`config.mk`:
```
export PLATFORM = sky130hd
export DESIGN_NAME = seg_flags_regs
export DESIGN_NICKNAME = d
export VERILOG_FILES = /design/src/seg_flags_pkg.sv /design/src/seg_flags_regs.sv
export SDC_FILE = /design/constraint.sdc
export NUM_CORES = 1
export LEC_CHECK = 0
export ABC_AREA = 1
export ABC_CLOCK_PERIOD_IN_PS = 14900
export BUFFER_PORTS_ARGS = -buffer_cell sky130_fd_sc_hd__buf_2
export CORE_ASPECT_RATIO = 0.7
export CORE_MARGIN = 3
export CORE_UTILIZATION = 50
export DETAILED_ROUTE_END_ITERATION = 10
export GPL_TIMING_DRIVEN = 0
export PLACE_DENSITY = 0.73
export SYNTH_ARGS = -nofsm -noshare
export SYNTH_HDL_FRONTEND = slang
export SYNTH_SLANG_ARGS = --single-unit
```
`constraint.sdc`:
```
create_clock -name clk -period 14.9 [get_ports clk]
set_input_delay 2.235 -clock clk [delete_from_list [all_inputs] [get_ports clk]]
set_output_delay 2.235 -clock clk [all_outputs]
set_load 0.05 [all_outputs]
```
`src/seg_flags_pkg.sv`:
```
// Contract
// - six 16-bit segment selector registers
// - fetches always use code selector
// - push-type writes always use stack selector
// - pop-type reads always use stack selector
// - string destination always uses extra selector
// - other data defaults data (stack if bp/sp base), prefix overrides
// - offset advances by length unless loaded
// - low flag half is legacy flags word
// - feature toggle writable only when enabled
// - alignment fault needs flag and mask bit
// - legacy mode faults privileged opcodes, exception 13
// - legacy mode set only by return/task switch
// - resume flag suppresses next debug fault
// - nested task flag records task nesting
// - I/O free outside protected mode, else only when privilege within field
// - popped interrupt enable obeys I/O privilege
// - overflow is carry-in xor carry-out of sign
// - direction flag picks index increment or decrement
// - interrupt enable lets maskable requests through
// - single-step trap after next instruction, clears
package seg_flags_pkg;

  // register offsets (byte addresses)
  localparam logic [7:0] OFS_SEL_EXTRA = 8'h00;
  localparam logic [7:0] OFS_SEL_CODE = 8'h04;
  localparam logic [7:0] OFS_SEL_STACK = 8'h08;
  localparam logic [7:0] OFS_SEL_DATA = 8'h0C;
  localparam logic [7:0] OFS_SEL_AUX1 = 8'h10;
  localparam logic [7:0] OFS_SEL_AUX2 = 8'h14;
  localparam logic [7:0] OFS_NEXT_IP = 8'h18;
  localparam logic [7:0] OFS_FLAGS = 8'h1C;
  localparam logic [7:0] OFS_CFG_CTRL4 = 8'h20;
  localparam logic [7:0] OFS_SYSCTL = 8'h24;

  // segment selector indices
  localparam logic [2:0] SEG_EXTRA = 3'h0;
  localparam logic [2:0] SEG_CODE = 3'h1;
  localparam logic [2:0] SEG_STACK = 3'h2;
  localparam logic [2:0] SEG_DATA = 3'h3;
  localparam logic [2:0] SEG_AUX1 = 3'h4;
  localparam logic [2:0] SEG_AUX2 = 3'h5;
  localparam int NUM_SEG = 6;

  // status flag bit positions
  localparam int FL_OVF = 11;
  localparam int FL_DIR = 10;
  localparam int FL_IE = 9;
  localparam int FL_TRAP = 8;
  localparam int FL_ONE = 1;
  localparam int FL_IOPRIV_LO = 12;
  localparam int FL_NEST = 14;
  localparam int FL_RESUME = 16;
  localparam int FL_VLEGACY = 17;
  localparam int FL_ALIGN = 18;
  localparam int FL_FQ_TOGGLE = 21;
  localparam int CFG_CTRL4_FQ_EN = 7;
  localparam int SYSCTL_ALIGN_MASK = 18;

  // writable flag bits; 31:22, 20:19, 15, 5, 3 stay zero, bit 1 stays one
  localparam logic [31:0] FLAGS_WMASK = 32'h0027_7FD5;
  localparam logic [31:0] FLAGS_ONES = 32'h0000_0002;

  // reset values
  localparam logic [31:0] FLAGS_RST = 32'h0000_0002;
  localparam logic [31:0] IP_RST = 32'h0000_FFF0;
  localparam logic [15:0] SEL_RST = 16'h0000;
  localparam logic [15:0] CODE_SEL_RST = 16'hF000;
  localparam logic [7:0] CFG_CTRL4_RST = 8'h00;
  localparam logic [31:0] SYSCTL_RST = 32'h0000_0000;

  // kind of memory reference, one-hot
  typedef enum logic [4:0] {
    REF_FETCH = 5'b00001,
    REF_PUSH = 5'b00010,
    REF_POP = 5'b00100,
    REF_STR_DST = 5'b01000,
    REF_DATA = 5'b10000
  } ref_kind_t;

  // source of a whole-flags load
  typedef enum logic [3:0] {
    FSRC_BUS = 4'b0001,
    FSRC_POP = 4'b0010,
    FSRC_IRET = 4'b0100,
    FSRC_TASK = 4'b1000
  } flag_src_t;

  // segment lookup request
  typedef struct packed {
    logic valid;
    ref_kind_t kind;
    logic ovr_valid;
    logic [2:0] ovr_seg;
    logic bp_sp_base;
  } seg_req_t;

  // segment lookup answer
  typedef struct packed {
    logic valid;
    logic [2:0] seg;
    logic [15:0] sel;
  } seg_ans_t;

  // software register port
  typedef struct packed {
    logic [7:0] addr;
    logic [31:0] wdata;
    logic wr;
    logic rd;
  } reg_req_t;

  // core events in one cycle
  typedef struct packed {
    logic retire;
    logic [3:0] instr_len;
    logic ip_load;
    logic [31:0] ip_value;
    logic flags_load;
    flag_src_t flags_src;
    logic [31:0] flags_value;
    logic ovf_update;
    logic carry_into_sign;
    logic carry_out_msb;
    logic sel_load;
    logic [2:0] sel_index;
    logic [15:0] sel_value;
    logic prot_mode;
    logic [1:0] current_priv_level;
    logic io_req;
    logic priv_op;
    logic mem_access;
    logic misaligned;
    logic debug_hit;
    logic intr_req;
  } core_ev_t;

  // fault and status pulses
  typedef struct packed {
    logic io_ok;
    logic io_check;
    logic gp_fault;
    logic align_fault;
    logic debug_fault;
    logic step_trap;
    logic intr_ack;
  } core_out_t;

endpackage

```
`src/seg_flags_regs.sv`:
```
// The register addresses and strobed register access were chosen for this implementation.
`timescale 1ns/1ps
module seg_flags_regs
  import seg_flags_pkg::*;
(
  // clock and reset
  input wire logic clk,
  input wire logic rst,
  input wire logic ce,
  // register port
  input wire reg_req_t reg_req,
  output logic [31:0] reg_rdata,
  // core side
  input wire seg_req_t seg_req,
  input wire core_ev_t ev,
  output seg_ans_t seg_ans,
  output core_out_t core_out,
  // flag views
  output logic [31:0] processor_status_flags,
  output logic [15:0] legacy_flags,
  output logic [31:0] next_instr_offset,
  output logic index_decrement,
  output logic nested_task_flag
);

  typedef struct packed {
    logic [NUM_SEG-1:0][15:0] sel;
    logic [31:0] ip;
    logic [31:0] flags;
    logic [7:0] cfg_ctrl4;
    logic [31:0] sysctl;
    logic [31:0] rdata;
    seg_ans_t ans;
    core_out_t co;
  } state_t;

  state_t s_q;
  state_t s_d;

  // segment choice for one reference
  function automatic logic [2:0] pick_seg(input seg_req_t r);
    logic [2:0] seg;
    seg = SEG_DATA;
    case (r.kind)
      REF_FETCH:
      begin
        seg = SEG_CODE;
      end
      REF_PUSH:
      begin
        seg = SEG_STACK;
      end
      REF_POP:
      begin
        seg = SEG_STACK;
      end
      REF_STR_DST:
      begin
        seg = SEG_EXTRA;
      end
      REF_DATA:
      begin
        seg = r.bp_sp_base ? SEG_STACK : SEG_DATA;
        if (r.ovr_valid && r.ovr_seg < 3'(NUM_SEG))
        begin
          seg = r.ovr_seg;
        end
      end
      default:
      begin
        seg = SEG_DATA;
      end
    endcase
    return seg;
  endfunction

  // privilege check against the I/O field
  function automatic logic priv_ok(input logic [1:0] priv, input logic [31:0] fl);
    return priv <= fl[FL_IOPRIV_LO+1:FL_IOPRIV_LO];
  endfunction

  // merge a new flags word according to its source
  function automatic logic [31:0] merge_flags(
    input logic [31:0] old,
    input logic [31:0] val,
    input flag_src_t src,
    input logic [1:0] priv,
    input logic fq_en
  );
    logic [31:0] m;
    m = (val & FLAGS_WMASK) | FLAGS_ONES;
    if (!fq_en)
    begin
      m[FL_FQ_TOGGLE] = old[FL_FQ_TOGGLE];
    end
    if (!((src == FSRC_IRET && priv == 2'h0) || src == FSRC_TASK))
    begin
      m[FL_VLEGACY] = old[FL_VLEGACY] & val[FL_VLEGACY];
    end
    if ((src == FSRC_POP || src == FSRC_IRET) && !priv_ok(priv, old))
    begin
      m[FL_IE] = old[FL_IE];
    end
    return m;
  endfunction

  always_comb
  begin
    logic [2:0] pick;
    pick = 3'h0;
    s_d = s_q;
    s_d.co = '0;
    s_d.ans.valid = 1'h0;
    s_d.rdata = 32'h0000_0000;

    // software writes
    if (reg_req.wr)
    begin
      case (reg_req.addr)
        OFS_SEL_EXTRA:
        begin
          s_d.sel[SEG_EXTRA] = reg_req.wdata[15:0];
        end

        OFS_SEL_CODE:
        begin
          s_d.sel[SEG_CODE] = reg_req.wdata[15:0];
        end

        OFS_SEL_STACK:
        begin
          s_d.sel[SEG_STACK] = reg_req.wdata[15:0];
        end

        OFS_SEL_DATA:
        begin
          s_d.sel[SEG_DATA] = reg_req.wdata[15:0];
        end

        OFS_SEL_AUX1:
        begin
          s_d.sel[SEG_AUX1] = reg_req.wdata[15:0];
        end

        OFS_SEL_AUX2:
        begin
          s_d.sel[SEG_AUX2] = reg_req.wdata[15:0];
        end

        OFS_NEXT_IP:
        begin
          s_d.ip = reg_req.wdata;
        end

        OFS_FLAGS:
        begin
          s_d.flags = merge_flags(s_q.flags, reg_req.wdata, FSRC_BUS,
            2'h0, s_q.cfg_ctrl4[CFG_CTRL4_FQ_EN]);
        end

        OFS_CFG_CTRL4:
        begin
          s_d.cfg_ctrl4 = reg_req.wdata[7:0];
        end

        OFS_SYSCTL:
        begin
          s_d.sysctl = reg_req.wdata;
        end

        default:
        begin
        end
      endcase
    end

    // software reads, data one cycle later
    if (reg_req.rd)
    begin
      case (reg_req.addr)
        OFS_SEL_EXTRA:
        begin
          s_d.rdata = {16'h0000, s_q.sel[SEG_EXTRA]};
        end

        OFS_SEL_CODE:
        begin
          s_d.rdata = {16'h0000, s_q.sel[SEG_CODE]};
        end

        OFS_SEL_STACK:
        begin
          s_d.rdata = {16'h0000, s_q.sel[SEG_STACK]};
        end

        OFS_SEL_DATA:
        begin
          s_d.rdata = {16'h0000, s_q.sel[SEG_DATA]};
        end

        OFS_SEL_AUX1:
        begin
          s_d.rdata = {16'h0000, s_q.sel[SEG_AUX1]};
        end

        OFS_SEL_AUX2:
        begin
          s_d.rdata = {16'h0000, s_q.sel[SEG_AUX2]};
        end

        OFS_NEXT_IP:
        begin
          s_d.rdata = s_q.ip;
        end

        OFS_FLAGS:
        begin
          s_d.rdata = s_q.flags;
        end

        OFS_CFG_CTRL4:
        begin
          s_d.rdata = {24'h00_0000, s_q.cfg_ctrl4};
        end

        OFS_SYSCTL:
        begin
          s_d.rdata = s_q.sysctl;
        end

        default:
        begin
          s_d.rdata = 32'h0000_0000;
        end
      endcase
    end

    if (ev.sel_load && ev.sel_index < 3'(NUM_SEG))
    begin
      s_d.sel[ev.sel_index] = ev.sel_value;
    end

    // segment lookup
    if (seg_req.valid)
    begin
      s_d.ans.valid = 1'b1;
      pick = pick_seg(seg_req);
      s_d.ans.seg = pick;
      s_d.ans.sel = s_d.sel[pick];
    end

    // whole-flags load from pop, return or task switch
    if (ev.flags_load)
    begin
      s_d.flags = merge_flags(s_q.flags, ev.flags_value, ev.flags_src,
        ev.current_priv_level, s_q.cfg_ctrl4[CFG_CTRL4_FQ_EN]);
    end

    if (ev.ovf_update)
    begin
      s_d.flags[FL_OVF] = ev.carry_into_sign ^ ev.carry_out_msb;
    end

    if (ev.io_req)
    begin
      s_d.co.io_ok = !ev.prot_mode || priv_ok(ev.current_priv_level, s_q.flags);
      s_d.co.io_check = !s_d.co.io_ok;
    end

    if (ev.priv_op && ev.prot_mode && s_q.flags[FL_VLEGACY])
    begin
      s_d.co.gp_fault = 1'h1;
    end

    if (ev.mem_access && ev.misaligned && s_q.flags[FL_ALIGN]
      && s_q.sysctl[SYSCTL_ALIGN_MASK])
    begin
      s_d.co.align_fault = 1'h1;
    end

    if (ev.debug_hit && !s_q.flags[FL_RESUME])
    begin
      s_d.co.debug_fault = 1'h1;
    end

    if (ev.intr_req && s_q.flags[FL_IE])
    begin
      s_d.co.intr_ack = 1'h1;
    end

    if (ev.retire)
    begin
      s_d.ip = s_q.ip + 32'(ev.instr_len);
      if (s_q.flags[FL_TRAP])
      begin
        s_d.co.step_trap = 1'b1;
        s_d.flags[FL_TRAP] = 1'b0;
      end
      if (!ev.flags_load)
      begin
        s_d.flags[FL_RESUME] = 1'b0;
      end
    end

    if (ev.ip_load)
    begin
      s_d.ip = ev.ip_value;
    end
  end

  always_ff @(posedge clk or posedge rst)
  begin
    if (rst)
    begin
      s_q.sel[SEG_EXTRA] <= SEL_RST;
      s_q.sel[SEG_CODE] <= CODE_SEL_RST;
      s_q.sel[SEG_STACK] <= SEL_RST;
      s_q.sel[SEG_DATA] <= SEL_RST;
      s_q.sel[SEG_AUX1] <= SEL_RST;
      s_q.sel[SEG_AUX2] <= SEL_RST;
      s_q.ip <= IP_RST;
      s_q.flags <= FLAGS_RST;
      s_q.cfg_ctrl4 <= CFG_CTRL4_RST;
      s_q.sysctl <= SYSCTL_RST;
      s_q.rdata <= 32'h0000_0000;
      s_q.ans <= '0;
      s_q.co <= '0;
    end
    else if (ce)
    begin
      s_q <= s_d;
    end
  end

  assign reg_rdata = s_q.rdata;
  assign seg_ans = s_q.ans;
  assign core_out = s_q.co;
  assign processor_status_flags = s_q.flags;
  assign legacy_flags = s_q.flags[15:0];
  assign next_instr_offset = s_q.ip;
  assign index_decrement = s_q.flags[FL_DIR];
  assign nested_task_flag = s_q.flags[FL_NEST];

endmodule

```
==> flow_metrics.py <==
metrics = {
    "outcome": {
        "outcome": "finished clean",
    },
    "clock_network": {
        "post-cts-setup-buffer-count": 0,
        "cts_tree": "yes",
        "numCtsBuffers": 27,
        "h-tree-depth": 1,
        "clk_latency_ns": 0.58,
        "post_cts_resized": 0,
        "clkSlewWorstSetupHoldPaths_ns": 0.07,
        "clock-sinks": 244,
        "cts_hold_buf": 0,
        "cts-root-buf": "clkbuf_16",
        "clockBufferDepth": 3,
    },
    "detailed_routing": {
        "ant_nets": 0,
        "via_per_inst": 6.14,
        "vias": 19500,
        "first_iter_violations": 3058,
        "drt_first_pass_iters": 6,
        "drc": 0,
        "wl_mm": 76.1,
        "wire_per_inst_um": 24.0,
    },
    "global_routing": {
        "grt_start_max_net_pins": 103,
        "antenna_found_initial": 0,
        "grt_overflow": 0,
        "grt_pass1_vias": 18300,
        "grt_pass1_wl_mm": 113,
        "grtUsageTotal": 0.415,
    },
    "placed_design": {
        "portBuffers": 265,
        "dpl.cell_count": 3129,
        "gp_congestion": 1.05,
        "dp_hpwl_mm": 58.8,
    },
    "timing": {
        "relSlewSlack": 0.317,
        "rsz0062_at_grt": "no",
        "finalSetupTns_ns": 0,
        "hold_viol": 0,
        "finalClockSkew_ns": 0.0270,
        "setup-violations-final": 0,
        "fin_crit_ns": 4.24,
        "finalCritPeriodShare": 0.285,
        "slew_viol_final": 0,
        "worstMarginPinSlew_ns": 1.02,
        "fmax_mhz": 236,
    },
    "critical_path": {
        "critical_path_class": "in2reg",
        "worstPathMaxFanout": 6,
        "cpMostUsedCell": "nand2_1",
        "arrival_ns": 4.73,
        "slowest_stage": "fa_1",
        "cp_num_buf_inv": 2,
        "cp_top_family": "simple AND/OR/NAND/NOR gates",
        "cp-start-kind": "primary input",
        "cp_data_required_time_ns": 15.39,
        "crit_chain": "buf_2 -> ha_1 -> fa_1 -> nand2_1 -> nand2_1 -> o21ai_0 -> inv_1 -> nand2_1 -> nor2_1 -> nand3_1 -> o21ai_0 -> nand2_1 -> o21ai_0 -> a21oi_1",
        "end_kind": "flip-flop",
        "cpPeakStageDelay_ns": 0.46,
    },
    "die": {
        "core_area_um2": 32700,
        "ioPinCount": 304,
        "start_util": 0.512,
        "dieArea_um2": 35800,
        "die_w_um": 225,
        "num_rows": 55,
        "die_y_um": 159,
    },
    "synth": {
        "synthDistinctLibCells": 52,
        "synth_ff_type": "dfrtp_1",
        "synth_edf_count": 0,
        "ys_ff_latch": 244,
        "synth.largest_area_cell": "dfrtp_1",
        "yosysMostFrequentCell": "nand2_1",
        "synth_area_um2": 16700,
        "synth_top_area_share": 0.339,
        "ys_warn_count": 0,
        "async_reset_ff_frac": 1.00,
        "ys_seq_area_frac": 0.366,
        "syn_area_per_cell_um2": 6.92,
        "synthCells": 2418,
        "synth.area.top_cells": "dfrtp_1 (34%), nand2_1 (14%), nand3_1 (11%)",
        "synth_common_cells": "nand2_1 (623), nand3_1 (353), dfrtp_1 (227)",
    },
    "hold_path": {
        "hp-class": "reg2reg",
    },
    "cells_and_area": {
        "layoutNonFillerInstCount": 3178,
        "area.growth.synth_to_final_pct": 17.5,
        "finalNetCount": 2901,
        "drive_above_1_share": 0.217,
        "fillers": 3108,
    },
    "flow_run": {
        "maxCapViolCount": 0,
    },
    "pwr": {
        "ir_drop_mv": 0.0733,
        "leakage_nw": 10.2,
        "p_per_area_nw_per_um2": 113,
    },
}
worst paths after layout:
| kind | to | start | slack (ns) | cells past startpoint |
|---|---|---|---|---|
| setup / recovery | next_instr_offset[22] | ev[102] | 10.66 | 14 |
| hold / removal | reg_rdata[6] | reg_rdata[6] | 0.48 | 2 |
| setup reg to reg | next_instr_offset[22] | next_instr_offset[0] | 12.02 | 13 |
| hold reg to reg | reg_rdata[6] | reg_rdata[6] | 0.48 | 2 |
| max in group asynchronous | s_q[181] | rst | 11.87 | 4 |
| min in group asynchronous | processor_status_flags[18] | rst | 1.71 | 2 |
placed cells by master (no fill, tap or decap), types with 9 or more instances in the layout:
master and count:
mux2_2 15, nor2_1 192, a31oi_1 75, a21oi_1 82, o22ai_1 27, a22o_1 18, buf_1 9, nand4_1 35
dfrtp_1 227, nand2_1 623, inv_1 205, nor3_1 16, conb_1 18, o21ai_1 10, o21ai_0 138, nand3_1 353
buf_2 317, clkbuf_1 59, o211ai_1 14, dfstp_2 17, buf_4 151, clkbuf_16 27
tightest hold or removal path: stages (launching register included):
cell	delay (ns)
dfrtp_1	0.35
nand2_1	0.05
nand2_1	0.05
area by class of cell:
class,instances,area (um^2),share of cell area
antenna,1,2.50,0.000127
buffer,274,1710,0.0871
clock buffer,37,773,0.0393
clock inverter,11,165,0.00840
inverter,221,840,0.0427
multi-input combinational,1696,8140,0.414
sequential,244,6130,0.311
tap,427,534,0.0272
timing repair buffer,267,1380,0.0702
flip-flops by register name, indices dropped and copies added, names as in the netlist:
| name | cells |
|---|---|
| next_instr_offset | 32 |
| reg_rdata | 32 |
| processor_status_flags | 17 |
| core_out | 7 |
| seg_ans | 20 |
| s_q | 136 |
layer usage:
metal | GRT usage | up-vias | routed length (um) | share of wire
met4 | 0.137 | 0 | 2780 | 0.036
met5 | 0 | - | 0 | 0
met1 | 0.620 | 9255 | 31700 | 0.42
met2 | 0.555 | 1550 | 29500 | 0.39
li1 | - | 8529 | - | -
met3 | 0.145 | 193 | 12200 | 0.16
kinds of logic (layout without fill, tap and decap cells):
family | after synthesis | after routing | synth area share
buffers and inverters | 495 | 810 | 0.152
adders and majority gates | 7 | 7 | 0.00568
DFF | 244 | 244 | 0.366
xor gates and xnor gates | 8 | 8 | 0.00418
AOI/OAI and AO/OA | 398 | 398 | 0.140
muxes | 15 | 15 | 0.0101
and+or+nand+nor | 1250 | 1250 | 0.322
other | 1 | 19 | 0.000224
through the flow:
stage / setup WS [ns] / hold slack [ns] / utilization / total power, mW / area (um^2)
4_1_cts: 10.86 / 0.485 / 0.602 / 2.20 / 19700
3_5_place_dp: 10.28 / 0.470 / 0.573 / 1.47 / 18700
2_1_floorplan: 5.99 / 0.443 / - / 1.28 / 16800
6_report: 10.66 / 0.484 / 0.602 / 2.22 / 19700
5_1_grt: 10.40 / 0.510 / 0.602 / 2.30 / 19700
3_3_place_gp: 2.66 / 0.465 / 0.571 / 1.46 / 18700
where the power goes:
part	internal, mW	total, mW	leakage (nW)	switching (mW)
clock	0.431	0.736	0.462	0.305
combinational	0.200	0.655	6.78	0.455
sequential	0.751	0.829	2.96	0.0780
total	1.38	2.22	10.2	0.839
Power figures use the tool's default switching activity.
